`config.mk`:
```
export PLATFORM = sky130hd
export DESIGN_NAME = fds_top
export DESIGN_NICKNAME = d
export VERILOG_FILES = /design/src/inc/fds_pkg.sv /design/src/fds_top.sv
export VERILOG_INCLUDE_DIRS = /design/src /design/src/inc
export SDC_FILE = /design/constraint.sdc
export NUM_CORES = 1
export LEC_CHECK = 0
export ABC_AREA = 1
export BUFFER_PORTS_ARGS = -buffer_cell sky130_fd_sc_hd__buf_4
export CAP_MARGIN = 25
export CORE_MARGIN = 3
export CORE_UTILIZATION = 36
export CTS_BUF_LIST = sky130_fd_sc_hd__clkbuf_4
export DETAILED_ROUTE_END_ITERATION = 7
export GPL_ROUTABILITY_DRIVEN = 0
export PLACE_DENSITY = 0.55
export SETUP_SLACK_MARGIN = 0.5
export SYNTH_ARGS = -nofsm -noshare
export SYNTH_HDL_FRONTEND = slang
export SYNTH_SLANG_ARGS = --single-unit
```
`constraint.sdc`:
```
create_clock -name clock_i -period 4.5 [get_ports clock_i]
set_clock_uncertainty 0.15 [all_clocks]
set_input_delay 0.9 -clock clock_i [delete_from_list [all_inputs] [get_ports clock_i]]
set_output_delay 0.9 -clock clock_i [all_outputs]
set_load 0.02 [all_outputs]
```
`src/inc/fds_defines.svh`:
```
// Purpose: constants of the fractional divider control block
// Assumes: 8-bit registers on a plain strobe port
// Notes: offsets are register indices on the address port
`ifndef FDS_DEFINES_SVH
`define FDS_DEFINES_SVH
// ==========================================================
// register offsets
`define FDS_FRAC_HI_ADDR 8'h00
`define FDS_SHARED_ADDR 8'h01
`define FDS_MOD_LO_ADDR 8'h02
`define FDS_INT_ADDR 8'h03
`define FDS_NSHAPE_CTRL_ADDR 8'h04
`define FDS_CP_CTRL_ADDR 8'h05
`define FDS_ACQ_CTRL_ADDR 8'h06
`define FDS_STATUS_ADDR 8'h07
// ==========================================================
// field positions
`define FDS_BLEED_BIT 2
`define FDS_NSHAPE_PD_BIT 4
`define FDS_ACQ_BIT 0
// ==========================================================
// reset values
`define FDS_FRAC_HI_RST 8'h00
`define FDS_SHARED_RST 8'h02
`define FDS_MOD_LO_RST 8'h71
`define FDS_INT_RST 8'h00
`define FDS_NSHAPE_CTRL_RST 8'h10
`define FDS_CP_CTRL_RST 8'h00
`define FDS_ACQ_CTRL_RST 8'h00
// ==========================================================
// ratio, bandwidth codes and timing
`define FDS_INT_OFFSET 8'h50
`define FDS_BW_50K 2'h0
`define FDS_BW_125K 2'h1
`define FDS_BW_250K 2'h2
`define FDS_CLK_PERIOD_NS 100
`define FDS_CAL_TIME_NS 10000
`define FDS_CAL_CYCLES (`FDS_CAL_TIME_NS / `FDS_CLK_PERIOD_NS)
`endif

```
`src/inc/fds_pkg.sv`:
```
// Purpose: types of the fractional divider control block
// Assumes: nothing
// Notes: one-hot calibration states
package fds_pkg;
  typedef enum logic [2:0] {
    FDS_IDLE = 3'b001,
    FDS_CAL = 3'b010,
    FDS_DONE = 3'b100
  } fds_cal_state_type;
endpackage

```
`src/fds_top.sv`:
```
// Purpose: fractional-N feedback control with third-order modulator
// Assumes: fb_edge_i is a one-cycle pulse per feedback divider edge
// Notes: registers on a plain strobe port, read data one cycle later
//
// Design decisions made here: the register addresses and the strobed register port.
`include "fds_defines.svh"
`timescale 1ns/1ps
`default_nettype none
module fds_top
  import fds_pkg::*;
(
  input wire logic clock_i,
  input wire logic rst_b_i,
  input wire logic [7:0] addr_i,
  input wire logic [7:0] wdata_i,
  input wire logic wr_i,
  input wire logic rd_i,
  output logic [7:0] rdata_o,
  input wire logic fb_edge_i,
  input wire logic spread_spectrum_pin_i,
  input wire logic max_bandwidth_pin_i,
  output logic [7:0] ratio_o,
  output logic [2:0] offset_o,
  output logic bleed_o,
  output logic [1:0] bw_sel_o,
  output logic [4:0] band_o,
  output logic cal_busy_o
);
  // ========================================================
  // reset release
  logic rst_s1_q;
  logic rst_b_q;
  always_ff @(posedge clock_i or negedge rst_b_i) begin
    if (!rst_b_i) begin
      rst_s1_q <= 1'b0;
      rst_b_q <= 1'b0;
    end else begin
      rst_s1_q <= 1'b1;
      rst_b_q <= rst_s1_q;
    end
  end

  // ========================================================
  // register file
  logic [7:0] frac_hi_q;
  logic [7:0] shared_q;
  logic [7:0] mod_lo_q;
  logic [7:0] int_q;
  logic [7:0] nshape_ctrl_q;
  logic [7:0] cp_ctrl_q;
  logic [7:0] acq_ctrl_q;
  logic [7:0] rdata_q;
  logic [1:0] rep_q;

  function automatic logic wr_hit(input logic [7:0] a);
    wr_hit = wr_i && (addr_i == a);
  endfunction

  always_ff @(posedge clock_i or negedge rst_b_q) begin
    if (!rst_b_q) begin
      frac_hi_q <= `FDS_FRAC_HI_RST;
      shared_q <= `FDS_SHARED_RST;
      mod_lo_q <= `FDS_MOD_LO_RST;
      int_q <= `FDS_INT_RST;
      nshape_ctrl_q <= `FDS_NSHAPE_CTRL_RST;
      cp_ctrl_q <= `FDS_CP_CTRL_RST;
      acq_ctrl_q <= `FDS_ACQ_CTRL_RST;
    end else begin
      if (wr_hit(`FDS_FRAC_HI_ADDR)) frac_hi_q <= wdata_i;
      if (wr_hit(`FDS_SHARED_ADDR)) shared_q <= wdata_i;
      if (wr_hit(`FDS_MOD_LO_ADDR)) mod_lo_q <= wdata_i;
      // six-bit field, upper bits read as zero
      if (wr_hit(`FDS_INT_ADDR)) int_q <= {2'h0, wdata_i[5:0]};
      if (wr_hit(`FDS_NSHAPE_CTRL_ADDR)) begin
        nshape_ctrl_q <= wdata_i & 8'h10;
      end
      if (wr_hit(`FDS_CP_CTRL_ADDR)) cp_ctrl_q <= wdata_i & 8'h04;
      if (wr_hit(`FDS_ACQ_CTRL_ADDR)) acq_ctrl_q <= wdata_i & 8'h01;
    end
  end

  always_ff @(posedge clock_i or negedge rst_b_q) begin
    if (!rst_b_q) begin
      rdata_q <= 8'h00;
    end else if (rd_i) begin
      case (addr_i)
        `FDS_FRAC_HI_ADDR: rdata_q <= frac_hi_q;
        `FDS_SHARED_ADDR: rdata_q <= shared_q;
        `FDS_MOD_LO_ADDR: rdata_q <= mod_lo_q;
        `FDS_INT_ADDR: rdata_q <= int_q;
        `FDS_NSHAPE_CTRL_ADDR: rdata_q <= nshape_ctrl_q;
        `FDS_CP_CTRL_ADDR: rdata_q <= cp_ctrl_q;
        `FDS_ACQ_CTRL_ADDR: rdata_q <= acq_ctrl_q;
        `FDS_STATUS_ADDR: rdata_q <= {rep_q, cal_busy_o, band_o};
        default: rdata_q <= 8'h00;
      endcase
    end else begin
      rdata_q <= 8'h00;
    end
  end
  assign rdata_o = rdata_q;

  // ========================================================
  // word assembly
  logic [11:0] modulus_word;
  logic [11:0] fraction_word;
  logic nshape_pd;
  assign modulus_word = {shared_q[3:0], mod_lo_q};
  assign fraction_word = {frac_hi_q, shared_q[7:4]};
  assign nshape_pd = nshape_ctrl_q[`FDS_NSHAPE_PD_BIT];

  // ========================================================
  // bleed and loop bandwidth
  logic bleed_q;
  logic [1:0] bw_q;
  always_ff @(posedge clock_i or negedge rst_b_q) begin
    if (!rst_b_q) begin
      bleed_q <= 1'b0;
      bw_q <= `FDS_BW_50K;
    end else begin
      bleed_q <= cp_ctrl_q[`FDS_BLEED_BIT];
      if (!spread_spectrum_pin_i) begin
        bw_q <= `FDS_BW_50K;
      end else if (max_bandwidth_pin_i) begin
        bw_q <= `FDS_BW_250K;
      end else begin
        bw_q <= `FDS_BW_125K;
      end
    end
  end
  assign bleed_o = bleed_q;
  assign bw_sel_o = bw_q;

  // ========================================================
  // band calibration
  localparam logic [7:0] CalCycles = 8'(`FDS_CAL_CYCLES);
  fds_cal_state_type cal_q;
  logic [7:0] cal_cnt_q;
  logic [4:0] band_q;
  logic acq_prev_q;
  logic acq_fall;
  logic [8:0] band_prod;
  // field 0..51 maps onto 0..31
  assign band_prod = {3'h0, int_q[5:0]} * 9'd5;
  assign acq_fall = acq_prev_q && !acq_ctrl_q[`FDS_ACQ_BIT];

  always_ff @(posedge clock_i or negedge rst_b_q) begin
    if (!rst_b_q) begin
      acq_prev_q <= 1'b0;
    end else begin
      acq_prev_q <= acq_ctrl_q[`FDS_ACQ_BIT];
    end
  end

  // reset release counts as power-up: state starts in calibration
  always_ff @(posedge clock_i or negedge rst_b_q) begin
    if (!rst_b_q) begin
      cal_q <= FDS_CAL;
      cal_cnt_q <= 8'h00;
      band_q <= 5'h00;
    end else begin
      case (cal_q)
        FDS_IDLE: begin
          cal_q <= FDS_DONE;
        end
        FDS_CAL: begin
          if (cal_cnt_q == CalCycles - 8'h01) begin
            cal_q <= FDS_DONE;
            cal_cnt_q <= 8'h00;
            band_q <= band_prod[7:3];
          end else begin
            cal_cnt_q <= cal_cnt_q + 8'h01;
          end
        end
        FDS_DONE: begin
          if (acq_fall) begin
            cal_q <= FDS_CAL;
            cal_cnt_q <= 8'h00;
          end
        end
        default: begin
          cal_q <= FDS_CAL;
          cal_cnt_q <= 8'h00;
        end
      endcase
    end
  end
  assign band_o = band_q;
  // one-hot: the calibration bit is itself the flop output
  assign cal_busy_o = cal_q[1];

  // ========================================================
  // third-order multistage modulator, stepped once per feedback edge (fb_edge_i)
  // base ratio is raised by one so the offset fits -4..+3
  logic [11:0] acc1_q;
  logic [11:0] acc2_q;
  logic [11:0] acc3_q;
  logic c2_d1_q;
  logic c3_d1_q;
  logic c3_d2_q;
  logic [12:0] s1;
  logic [12:0] s2;
  logic [12:0] s3;
  logic c1;
  logic c2;
  logic c3;
  logic [2:0] off_d;
  logic [7:0] ratio_q;
  logic [2:0] off_q;
  logic [7:0] int_ratio_b;

  assign int_ratio_b = int_q + `FDS_INT_OFFSET;
  assign s1 = {1'b0, acc1_q} + {1'b0, fraction_word};
  assign c1 = (s1 >= {1'b0, modulus_word});
  assign s2 = {1'b0, acc2_q} + {1'b0, (c1 ? s1[11:0] - modulus_word
                                          : s1[11:0])};
  assign c2 = (s2 >= {1'b0, modulus_word});
  assign s3 = {1'b0, acc3_q} + {1'b0, (c2 ? s2[11:0] - modulus_word
                                          : s2[11:0])};
  assign c3 = (s3 >= {1'b0, modulus_word});
  // c1 + (c2 - c2') + (c3 - 2c3' + c3'') - 1
  assign off_d = 3'({2'h0, c1} + {2'h0, c2} - {2'h0, c2_d1_q}
                    + {2'h0, c3} - {1'h0, c3_d1_q, 1'b0}
                    + {2'h0, c3_d2_q} - 3'h1);

  always_ff @(posedge clock_i or negedge rst_b_q) begin
    if (!rst_b_q) begin
      acc1_q <= 12'h000;
      acc2_q <= 12'h000;
      acc3_q <= 12'h000;
      c2_d1_q <= 1'b0;
      c3_d1_q <= 1'b0;
      c3_d2_q <= 1'b0;
      ratio_q <= `FDS_INT_OFFSET;
      off_q <= 3'h0;
    end else if (nshape_pd) begin
      acc1_q <= 12'h000;
      acc2_q <= 12'h000;
      acc3_q <= 12'h000;
      c2_d1_q <= 1'b0;
      c3_d1_q <= 1'b0;
      c3_d2_q <= 1'b0;
      ratio_q <= int_ratio_b;
      off_q <= 3'h0;
    end else if (fb_edge_i) begin
      acc1_q <= c1 ? s1[11:0] - modulus_word : s1[11:0];
      acc2_q <= c2 ? s2[11:0] - modulus_word : s2[11:0];
      acc3_q <= c3 ? s3[11:0] - modulus_word : s3[11:0];
      c2_d1_q <= c2;
      c3_d1_q <= c3;
      c3_d2_q <= c3_d1_q;
      off_q <= off_d;
      ratio_q <= int_ratio_b + 8'h01 + {{5{off_d[2]}}, off_d};
    end
  end
  assign ratio_o = ratio_q;
  assign offset_o = off_q;

  // ========================================================
  // repeat length factor of the code sequence
  always_ff @(posedge clock_i or negedge rst_b_q) begin
    if (!rst_b_q) begin
      rep_q <= 2'h0;
    end else begin
      rep_q <= {(modulus_word % 12'd3) == 12'd0,
                !modulus_word[0]};
    end
  end

  // ========================================================
  // checks
  property p_bleed;
    @(posedge clock_i) disable iff (!rst_b_q)
      wr_hit(`FDS_CP_CTRL_ADDR) |-> ##2
        bleed_o == $past(wdata_i[`FDS_BLEED_BIT], 2);
  endproperty
  a_bleed: assert property (p_bleed) else $error("bleed mismatch");

  property p_bw;
    @(posedge clock_i) disable iff (!rst_b_q)
      ##1 bw_sel_o == (!$past(spread_spectrum_pin_i) ? `FDS_BW_50K :
        $past(max_bandwidth_pin_i) ? `FDS_BW_250K : `FDS_BW_125K);
  endproperty
  a_bw: assert property (p_bw) else $error("bandwidth wrong");

  property p_cal_len;
    @(posedge clock_i) disable iff (!rst_b_q)
      $rose(cal_busy_o) |-> cal_busy_o [*8];
  endproperty
  a_cal_len: assert property (p_cal_len) else $error("cal too short");

  property p_band;
    @(posedge clock_i) disable iff (!rst_b_q)
      $fell(cal_busy_o) |-> band_o == $past(band_prod[7:3]);
  endproperty
  a_band: assert property (p_band) else $error("band wrong");

  property p_acq;
    @(posedge clock_i) disable iff (!rst_b_q)
      (acq_fall && cal_q == FDS_DONE) |=> cal_busy_o;
  endproperty
  a_acq: assert property (p_acq) else $error("no recal");

  property p_int;
    @(posedge clock_i) disable iff (!rst_b_q)
      nshape_pd |=> ratio_o == $past(int_q) + `FDS_INT_OFFSET;
  endproperty
  a_int: assert property (p_int) else $error("integer ratio wrong");

  property p_pd;
    @(posedge clock_i) disable iff (!rst_b_q)
      nshape_pd |=> (offset_o == 3'h0) && (acc1_q == 12'h000);
  endproperty
  a_pd: assert property (p_pd) else $error("modulator not held");

  property p_ratio;
    @(posedge clock_i) disable iff (!rst_b_q)
      (!nshape_pd && fb_edge_i) |=> ratio_o == 8'($past(int_ratio_b)
        + 8'h01 + {{5{offset_o[2]}}, offset_o});
  endproperty
  a_ratio: assert property (p_ratio) else $error("dither ratio wrong");

  property p_words;
    @(posedge clock_i) disable iff (!rst_b_q)
      wr_hit(`FDS_SHARED_ADDR) |=> modulus_word[11:8] == $past(wdata_i[3:0])
        && fraction_word[3:0] == $past(wdata_i[7:4]);
  endproperty
  a_words: assert property (p_words) else $error("word assembly");
endmodule
`default_nettype wire

```
Word-level counts from Yosys, hierarchy flattened
Index checks and enable logic that the tools add are counted.
{"block": "classes", "n_mul": 1, "div": 1, "add_sub_neg": 16, "n_shift": 0, "n_bitwise": 1, "order_cmp": 3, "n_eq_ne": 13, "n_mux": 29, "reduce_logical": 16}
{"operator": "two-way mux 12 bit", "n": 9}
{"operator": "one-hot mux 8 bit (8 select lines)", "n": 1}
{"operator": "two-way mux 8 bit", "n": 5}
{"operator": "adder 12 x 12 -> 13 bit", "n": 3}
{"operator": "greater-or-equal comparator 13 x 12 -> 1 bit", "n": 3}
{"operator": "subtractor 12 bit", "n": 3}
{"operator": "equality test 8 x 3 -> 1 bit, second input constant", "n": 4}
{"operator": "one-hot mux 8 bit (3 select lines)", "n": 1}
{"operator": "adder 8 x 1 -> 8 bit, second input constant", "n": 2}
{"operator": "equality test 8 x 2 -> 1 bit, second input constant", "n": 2}
{"operator": "zero test 12 bit", "n": 1}
{"operator": "modulo 12 x 2 -> 12 bit, second input constant", "n": 1}
{"operator": "two-way mux 3 bit", "n": 4}
{"operator": "one-hot mux 3 bit (3 select lines)", "n": 1}
{"operator": "adder 6 x 7 -> 8 bit, second input constant", "n": 1}
{"operator": "adder 8 bit", "n": 1}
{"operator": "equality test 8 x 1 -> 1 bit, second input constant", "n": 1}
{"operator": "equality test 8 x 7 -> 1 bit, second input constant", "n": 1}
{"operator": "logical AND 1 bit", "n": 8}
{"operator": "zero test 8 bit", "n": 1}
{"operator": "multiplier 6 x 3 -> 8 bit, second input constant", "n": 1}
{"operator": "adder 3 x 1 -> 3 bit", "n": 2}
{"operator": "two-way mux 1 bit", "n": 6}
{"operator": "AND reduction 2 bit", "n": 3}
{"operator": "other kinds (12)", "n": 15}
{"block": "totals", "reg_bits": 115, "latch_bits": 0, "wordCells": 105, "romBits": 0, "memories": 0, "ram_bits": 0, "out_inout_bits": 28}

Longest topological paths before layout
Gate-level depths: netlist of the first run.
{"block": "logic_depth", "ltp_word": 15, "depth_mapped": 88, "mapped_depth_nobuf": 86}

Worst setup path after synthesis of the first run
No wires, ideal clock.
{"block": "synth_timing", "kind": "register to register", "start": "reg shared_q[6]", "end": "reg ratio_q[6] (netlist: ratio_o[6])", "t_arrival_ps": 12344, "path_stages_with_launch": 86, "synth_period_minus_slack_ps": 12575, "required_ps": 4269, "slack_ps": -8075, "cell_sequence": "dfrtp_1 -> ha_1 -> a21oi_1 -> nand2_1 -> a21oi_1 -> o21bai_1 -> a21oi_1 -> o21bai_1 -> nand2_1 -> nand2_1 -> a21oi_1 -> inv_1 -> a21oi_1 -> nor2_1 -> nor2_1 -> xor2_1 -> inv_1 -> ha_1 -> (+50 left out) -> nand3_1 -> nand3_1 -> inv_1 -> fa_1 -> ha_1 -> fa_1 -> xnor2_1 -> inv_1 -> ha_1 -> inv_1 -> o31ai_1 -> inv_1 -> nor2_1 -> nor2_1 -> inv_1 -> a21oi_1 -> xor2_1 -> o211ai_1"}
{"block": "synth_via", "elab_chain_len": 15, "word_cells_on_any_way": 19}
{"item": "from (decl)", "line_no": "fds_top.sv:46", "rtl": "logic [7:0] shared_q;"}
{"item": "from (signal assigned)", "line_no": "fds_top.sv:62", "rtl": "shared_q <= `FDS_SHARED_RST;"}
{"item": "from (signal assigned)", "line_no": "fds_top.sv:70", "rtl": "if (wr_hit(`FDS_SHARED_ADDR)) shared_q <= wdata_i;"}
{"item": "adder 12 x 12 -> 13 bit *", "line_no": "fds_top.sv:213", "rtl": "assign s1 = {1'b0, acc1_q} + {1'b0, fraction_word};"}
{"item": "subtractor 12 bit / greater-or-equal comparator 13 x 12 -> 1 bit (equally long branches)", "line_no": "fds_top.sv:215, fds_top.sv:214"}
{"item": "two-way mux 12 bit", "line_no": "fds_top.sv:215", "rtl": "assign s2 = {1'b0, acc2_q} + {1'b0, (c1 ? s1[11:0] - modulus_word"}
{"item": "adder 12 x 12 -> 13 bit", "line_no": "fds_top.sv:215"}
{"item": "subtractor 12 bit / greater-or-equal comparator 13 x 12 -> 1 bit (equally long branches)", "line_no": "fds_top.sv:218, fds_top.sv:217"}
{"item": "two-way mux 12 bit", "line_no": "fds_top.sv:218", "rtl": "assign s3 = {1'b0, acc3_q} + {1'b0, (c2 ? s2[11:0] - modulus_word"}
{"item": "adder 12 x 12 -> 13 bit", "line_no": "fds_top.sv:218"}
{"item": "greater-or-equal comparator 13 x 12 -> 1 bit", "line_no": "fds_top.sv:220", "rtl": "assign c3 = (s3 >= {1'b0, modulus_word});"}
{"item": "adder 3 x 1 -> 3 bit *", "line_no": "fds_top.sv:223", "rtl": "+ {2'h0, c3} - {1'h0, c3_d1_q, 1'b0}"}
{"item": "subtractor 3 x 2 -> 3 bit *", "line_no": "fds_top.sv:223"}
{"item": "adder 3 x 1 -> 3 bit *", "line_no": "fds_top.sv:224", "rtl": "+ {2'h0, c3_d2_q} - 3'h1);"}
{"item": "subtractor 3 x 1 -> 3 bit *", "line_no": "fds_top.sv:224"}
{"item": "adder 8 bit *", "line_no": "fds_top.sv:253", "rtl": "ratio_q <= int_ratio_b + 8'h01 + {{5{off_d[2]}}, off_d};"}
{"item": "two-way mux 8 bit *", "line_no": "fds_top.sv:245", "rtl": "end else if (fb_edge_i) begin"}
{"item": "two-way mux 8 bit *", "line_no": "fds_top.sv:236", "rtl": "end else if (nshape_pd) begin"}
{"item": "to (signal assigned)", "line_no": "fds_top.sv:234", "rtl": "ratio_q <= `FDS_INT_OFFSET;"}
{"item": "to (signal assigned)", "line_no": "fds_top.sv:243", "rtl": "ratio_q <= int_ratio_b;"}
{"item": "to (signal assigned)", "line_no": "fds_top.sv:253"}
{"item": "to (decl)", "line_no": "fds_top.sv:208", "rtl": "logic [7:0] ratio_q;"}
Mark *: on every way between the ends. The rest lies on a longest branch, timed or not. The select of a mux whose other input is x is not followed.
A chain may end at the register's enable or synchronous reset.

Final worst setup path of the first run
{"block": "layout_timing", "start": "reg acc1_q[2]", "end": "reg acc2_q[1]"}
{"block": "layout_via", "elab_chain_len": 8, "word_cells_on_any_way": 10}
{"item": "from (decl)", "line_no": "fds_top.sv:195", "rtl": "logic [11:0] acc1_q;"}
{"item": "from (signal assigned)", "line_no": "fds_top.sv:246", "rtl": "acc1_q <= c1 ? s1[11:0] - modulus_word : s1[11:0];"}
{"item": "adder 12 x 12 -> 13 bit *", "line_no": "fds_top.sv:213"}
{"item": "greater-or-equal comparator 13 x 12 -> 1 bit / subtractor 12 bit (equally long branches)", "line_no": "fds_top.sv:214, fds_top.sv:215"}
{"item": "two-way mux 12 bit *", "line_no": "fds_top.sv:215"}
{"item": "adder 12 x 12 -> 13 bit *", "line_no": "fds_top.sv:215"}
{"item": "subtractor 12 bit / greater-or-equal comparator 13 x 12 -> 1 bit (equally long branches)", "line_no": "fds_top.sv:247, fds_top.sv:217"}
{"item": "two-way mux 12 bit *", "line_no": "fds_top.sv:247", "rtl": "acc2_q <= c2 ? s2[11:0] - modulus_word : s2[11:0];"}
{"item": "two-way mux 12 bit *", "line_no": "fds_top.sv:245"}
{"item": "two-way mux 12 bit *", "line_no": "fds_top.sv:236"}
{"item": "to (signal assigned)", "line_no": "fds_top.sv:247"}
{"item": "to (decl)", "line_no": "fds_top.sv:196", "rtl": "logic [11:0] acc2_q;"}
Marked as above.

==> results of run 1 <==
final cells by class:
class                           count  area [sq um]
Antenna cell                        1          2.50
Clock buffer                       18           135
Clock inverter                     14           169
Fill cell                        2264         10600
Inverter                          173           659
Multi-Input combinational cell    806          6020
Sequential cell                   114          2870
Tap cell                          319           399
Timing Repair Buffer              366          2840
metal layers:
metal / up-vias / track usage, % / wire [microns]
met2: 201 / 38.0 / 14200
met1: 4232 / 28.8 / 13100
met4: 0 / 7.21 / 926
met5: - / 0 / 0
li1: 4437 / - / -
met3: 52 / 3.77 / 1140
flip-flops by register name, summed over array words and instances, names as in the netlist, 2 cells and up:
register	flops
offset_o	3
rdata_o	8
band_o	5
acc3_q	12
frac_hi_q	8
acc1_q	12
bw_sel_o	2
rep_q	2
cal_cnt_q	8
acc2_q	12
int_q	6
ratio_o	8
cal_q	2
shared_q	8
mod_lo_q	8
per-stage QoR:
stage | worst slack (ps) | hold slack [ps] | utilization, % | TNS, ps
3_3_place_gp | -7460 | 190 | 47.9 | -177120
2_1_floorplan | -6940 | 181 | - | -160840
4_1_cts | -7140 | 223 | 52.7 | -174360
5_1_grt | -8150 | 225 | 55.3 | -204310
3_5_place_dp | -7810 | 189 | 47.9 | -186970
6_report | -7550 | 218 | 55.3 | -179930
placed cells by master (no fill, tap or decap), types with 10 or more instances in the layout:
cell,synthesis,routed
buf_4,0,344
nand2_1,218,194
inv_1,164,146
dfrtp_1,105,104
ha_1,93,70
o21ai_0,107,63
a21oi_1,73,48
nor2_1,52,46
xor2_1,46,40
nand3_1,41,34
nand2_2,14,34
o21ai_2,5,31
a21oi_2,0,24
inv_2,7,23
ha_4,0,19
buf_6,0,19
o21ai_1,4,18
clkbuf_4,0,18
o21bai_1,19,16
a22o_1,16,16
nand3_2,5,12
xnor2_1,14,11
nor3_1,13,10
cell families after synthesis:
logic type / share of synthesized area (%)
AND/OR/NAND/NOR: 18.4
XOR/XNOR: 6.02
flip-flops: 32.8
buffers and inverters: 8.31
AO/OA/AOI/OAI: 18.8
other: 0.0430
adder cells (fa/ha/maj): 15.6
final timing paths:
path	startpoint	end	slack [ps]	depth (start not counted)
min reg2reg	rst_s1_q	rst_b_q	220	0
min in group asynchronous	rst_b_q	ratio_o[5]	310	0
max reg2reg	acc1_q[2]	acc2_q[1]	-7550	88
max	acc1_q[2]	acc2_q[1]	-7550	88
max in group asynchronous	rst_b_q	nshape_ctrl_q[4]	2900	1
min	rst_s1_q	rst_b_q	220	0
timing repair:
action / 4_1_cts / 5_1_grt
endpoints found under the setup margin: 46 / 50
buffers inserted: 64 / 31
hold buffers: 1 / 0
resized for setup: 89 / 110
pin swaps: 75 / 33
endpoints found under the hold margin: 2 / 0
==> results.txt, run 1 <==
Die ar. -> 26200 sq um
Die W -> 162 microns
core area -> 23700 sq um
DP Wirelength -> 20700 microns
IO buf count -> 50
syn avg cell area -> 7.84 sq um
CTS root buf -> clkbuf_4
failing checks -> negative setup slack
clk slew on worst S/H paths -> 150 ps
I/O Pins -> 51
Worst Max-Slew Pin Slew -> 868 ps
H-Tree Level Count -> 4
asr flop ratio synth -> 100%
count leader, synth -> nand2_1
drt wl/cell -> 16.2 microns
Mapped Area -> 8730 sq um
CP delay by family, top -> buffers and inverters
share of the synthesized area in the top cell type -> 30.1%
slowest stage delay, CP -> 440 ps
slack of the critical path -> -7550 ps
non-filler cells, final -> 1811
Area contributors post-synth -> dfrtp_1 30%, ha_1 13%, nand2_1 9.4%
Post-synth top flop -> dfrtp_1
Hold Crit Class -> reg2reg
crit start category -> flop
RSZ-0062 raised after global routing -> true
post-synth cell types -> 47
Slowest-stage cell, CP -> dfrtp_1
area post-placement -> 11300 sq um
Iter 0 DRT Violations -> 475
vias in the first global route -> 8729
gr usage total -> 22.2%
die height -> 162 microns
fin. max-slew vios -> 0
routed wire length -> 29400 microns
register area share after synthesis -> 32.8%
Crit Path Max Fanout -> 6
slew margin rel. -> 42.2%
placed cell count -> 1682
number of synthesized flops with an enable pin -> 0
max-cap viol count -> 0
Initial Utilization -> 36.9%
vias -> 8922
Worst EP arrival -> 12370 ps
CTS Buf Count -> 17
CTS tree -> yes
final setup vio count -> 37
clock buffer depth -> 2
largest net degree at the start of global routing -> 61
Final Instance Area -> 13100 sq um
Fin. Hold Viols -> 0
Residual DRC -> 0
Worst path most repeated cell -> buf_4
ranking of synthesized cells by instance count -> 218 x nand2_1, 164 x inv_1, 107 x o21ai_0
CP endpoint kind -> flop
Routed Antenna Nets -> 0
syn nets -> 1239
Layout Nets -> 1604
CP Buf/Inv Count -> 50
antenna violations before repair -> 1
Yosys reg bits -> 114
drt first pass iters -> 5
minimum clock period -> 12050 ps
row count -> 56
CTS Sinks -> 114
vias per inst -> 4.93
Ys Warns -> 0
CP Data Required Time -> 4810 ps
Critical Setup Path Class -> reg2reg
Syn Inst Count -> 1113
GR Overflow Total -> 0
layout cells sized above 1 -> 41.5%
post-synthesis cell type with the largest combined area -> dfrtp_1
area growth from synthesis to layout -> 50.0%
Final Cycle Share -> 268%
Worst-Skew Late Latency -> 560 ps
outcome -> complete, but fails checks
highest clock rate -> 0.0830 GHz
first-pass GRT wire length -> 45900 microns
Power of run 1 is left out: the tool's default activity adds up to more than one toggle a clock period on the data nets, which glitch-free logic cannot reach.
==> run 2, diff against run 1 <==
--- a/config.mk
+++ b/config.mk
@@ -15,6 +15,7 @@
 export DETAILED_ROUTE_END_ITERATION = 7
 export GPL_ROUTABILITY_DRIVEN = 0
 export PLACE_DENSITY = 0.55
+export REMOVE_ABC_BUFFERS = 1
 export SETUP_SLACK_MARGIN = 0.5
 export SYNTH_ARGS = -nofsm -noshare
 export SYNTH_HDL_FRONTEND = slang
==> run 2 against run 1 <==
Effect of this change: non-clock buffer count is 21 lower; first-iteration DRC count rose by 2.1%; count of clock-buffer cells in the layout shrank 1; sequential cell count unchanged; the flow still finishes with violations (negative setup slack); setup slack gained 22 ps; cell count is 1.2% lower; utilization rose by 1.3 points; via count is 0.94% lower; register-to-register slack gained 20 ps; fmax up 0.18%; critical path depth fell by 8; sequential share of layout area fell by 0.50 points.
==> results.txt, run 2 (synthesis gave the netlist of run 1 again) <==
first-pass GRT wire length -> 44400 microns (-3.3%)
Die ar. -> 26200 sq um (unchanged)
Regs by FF count -> acc1_q x12, acc2_q x12, acc3_q x12
gr usage total -> 21.4% (-0.81 points)
Final Instance Area -> 13400 sq um (+2.3%)
CP endpoint kind -> flop
antenna violations before repair -> 1 (unchanged)
fin. max-slew vios -> 0 (unchanged)
clock buffer depth -> 2 (unchanged)
H-Tree Level Count -> 4 (unchanged)
final setup vio count -> 37 (unchanged)
vias -> 8838 (-0.94%)
layout cells sized above 1 -> 43.5% (+2.0 points)
outcome -> complete, but fails checks
vias in the first global route -> 8759 (+0.34%)
drt first pass iters -> 6 (+1)
crit start category -> flop
most frequent cells in the layout -> 310 x buf_4, 189 x nand2_1, 144 x inv_1
CTS root buf -> clkbuf_4
TNS Setup -> -182900 ps (-2970 ps)
vias per inst -> 4.94 (+0.22%)
Worst EP arrival -> 12380 ps (about the same)
hold path start -> rst_s1_q
most common cell after layout, fill and taps aside -> buf_4
hold slack -> 220 ps (+1.34 ps)
drt wl/cell -> 16.1 microns (-0.73%)
largest net degree at the start of global routing -> 69 (+13%)
Initial Utilization -> 36.9% (unchanged)
Worst Max-Slew Pin Slew -> 960 ps (+92.2 ps)
CTS Buf Count -> 17 (unchanged)
highest clock rate -> 0.0831 GHz (+0.18%)
CTS Sinks -> 114 (unchanged)
reg-to-reg endpoint -> ratio_o[6]
area growth from synthesis to layout -> 53.5%
I/O Pins -> 51 (unchanged)
Hold Crit Class -> reg2reg
Residual DRC -> 0 (unchanged)
Worst-Skew Late Latency -> 580 ps (+20 ps)
Routed Antenna Nets -> 0 (unchanged)
IO buf count -> 50 (unchanged)
GRT met3 Usage -> 3.72% (-0.051 points)
Crit Path Max Fanout -> 4 (-2)
Final Cycle Share -> 267% (-0.48 points)
R2R Path Start -> acc1_q[0]
Critical Setup Path Class -> reg2reg
Fill cells -> 2103 (-7.1%)
routed wire length -> 28800 microns (-1.9%)
slowest stage delay, CP -> 430 ps (about the same)
Fin. Hold Viols -> 0 (unchanged)
Die W -> 162 microns (unchanged)
setup slack, reg-to-reg -> -7530 ps (+20 ps)
GR Util met1 -> 27.4% (-1.4 points)
failing checks -> negative setup slack
clk slew on worst S/H paths -> 130 ps (-20 ps)
worst r2r path cells -> 80 (-9.1%)
Worst path most repeated cell -> buf_4
slew margin rel. -> 36.0% (-6.2 points)
routing usage on met2 -> 37.4% (-0.58 points)
slack of the critical path -> -7530 ps (+21.8 ps)
area post-placement -> 11000 sq um (-2.7%)
CTS tree -> yes
row count -> 56 (unchanged)
GR Overflow Total -> 0 (unchanged)
Slowest-stage cell, CP -> dfrtp_1
CP Capture Point -> ratio_o[6]
Layout Nets -> 1583 (-1.3%)
minimum clock period -> 12030 ps (-21.8 ps)
Place WS -> -8430 ps (-628 ps)
CP Data Required Time -> 4850 ps (+40 ps)
die height -> 162 microns (unchanged)
RSZ-0062 raised after global routing -> true
max-cap viol count -> 0 (unchanged)
gr busiest metal -> met2
core area -> 23700 sq um (unchanged)
CP Launch Point -> acc1_q[0]
Iter 0 DRT Violations -> 485 (+2.1%)
DP Wirelength -> 19500 microns (-5.8%)
==> run 2: cell types whose count changed in the layout (fill, tap and decap cells not counted), moves of 6 or more <==
| cell | previous run | this run |
|---|---|---|
| o21ai_0 | 63 | 50 |
| o21ai_2 | 31 | 37 |
| ha_1 | 70 | 64 |
| buf_6 | 19 | 26 |
| buf_4 | 344 | 310 |
| a21oi_2 | 24 | 33 |
| a21oi_1 | 48 | 38 |
| nand3_4 | 0 | 6 |
| ha_4 | 19 | 26 |
==> run 2: final cells by class <==
class                           instances  area, sq um  share of cell area (%)
Antenna cell                            1         2.50                  0.0187
Clock buffer                           17          128                   0.952
Clock inverter                         15          218                    1.62
Inverter                              173          662                    4.94
Multi-Input combinational cell        806         6330                    47.3
Sequential cell                       114         2870                    21.4
Tap cell                              319          399                    2.98
Timing Repair Buffer                  345         2790                    20.8
==> run 2: per-stage QoR <==
step                      instances  util [%]
after floorplan                1093         -
after global placement         1674      46.6
after detailed placement       1674      46.6
after CTS                      1760      52.3
after global routing           1790      56.6
final                          1790      56.6
==> run 2: worst min path at each step <==
stage	end	depth (start not counted)
global route	rst_b_q	0
global placement	rst_b_q	0
floorplan	rst_b_q	0
detailed placement	rst_b_q	0
CTS	rst_b_q	0
finish	rst_b_q	0
==> run 2: timing repair <==
action | CTS | global route
setup endpoints to repair | 48 | 50
buffers inserted | 52 | 28
gates resized for setup | 173 | 174
hold buffers | 1 | 0
pin swaps | 65 | 115
endpoints found under the hold margin | 2 | 0
cloned | 1 | 0
==> run 2: routing by layer <==
metal	wire, microns	vias up
met5	0	-
met4	701	0
met3	1080	54
met2	14400	175
met1	12700	4210
li1	-	4399
==> run 2: worst max-delay path: cells and delay by family, from the launching register on <==
family | cells | cell delay [ps]
flops | 1 | 430
fa+ha+maj | 12 | 3370
simple gates | 11 | 890
compound gates | 23 | 3000
buf+inv | 28 | 3060
xor+xnor | 6 | 1020
Power of run 2 is left out for the same reason.
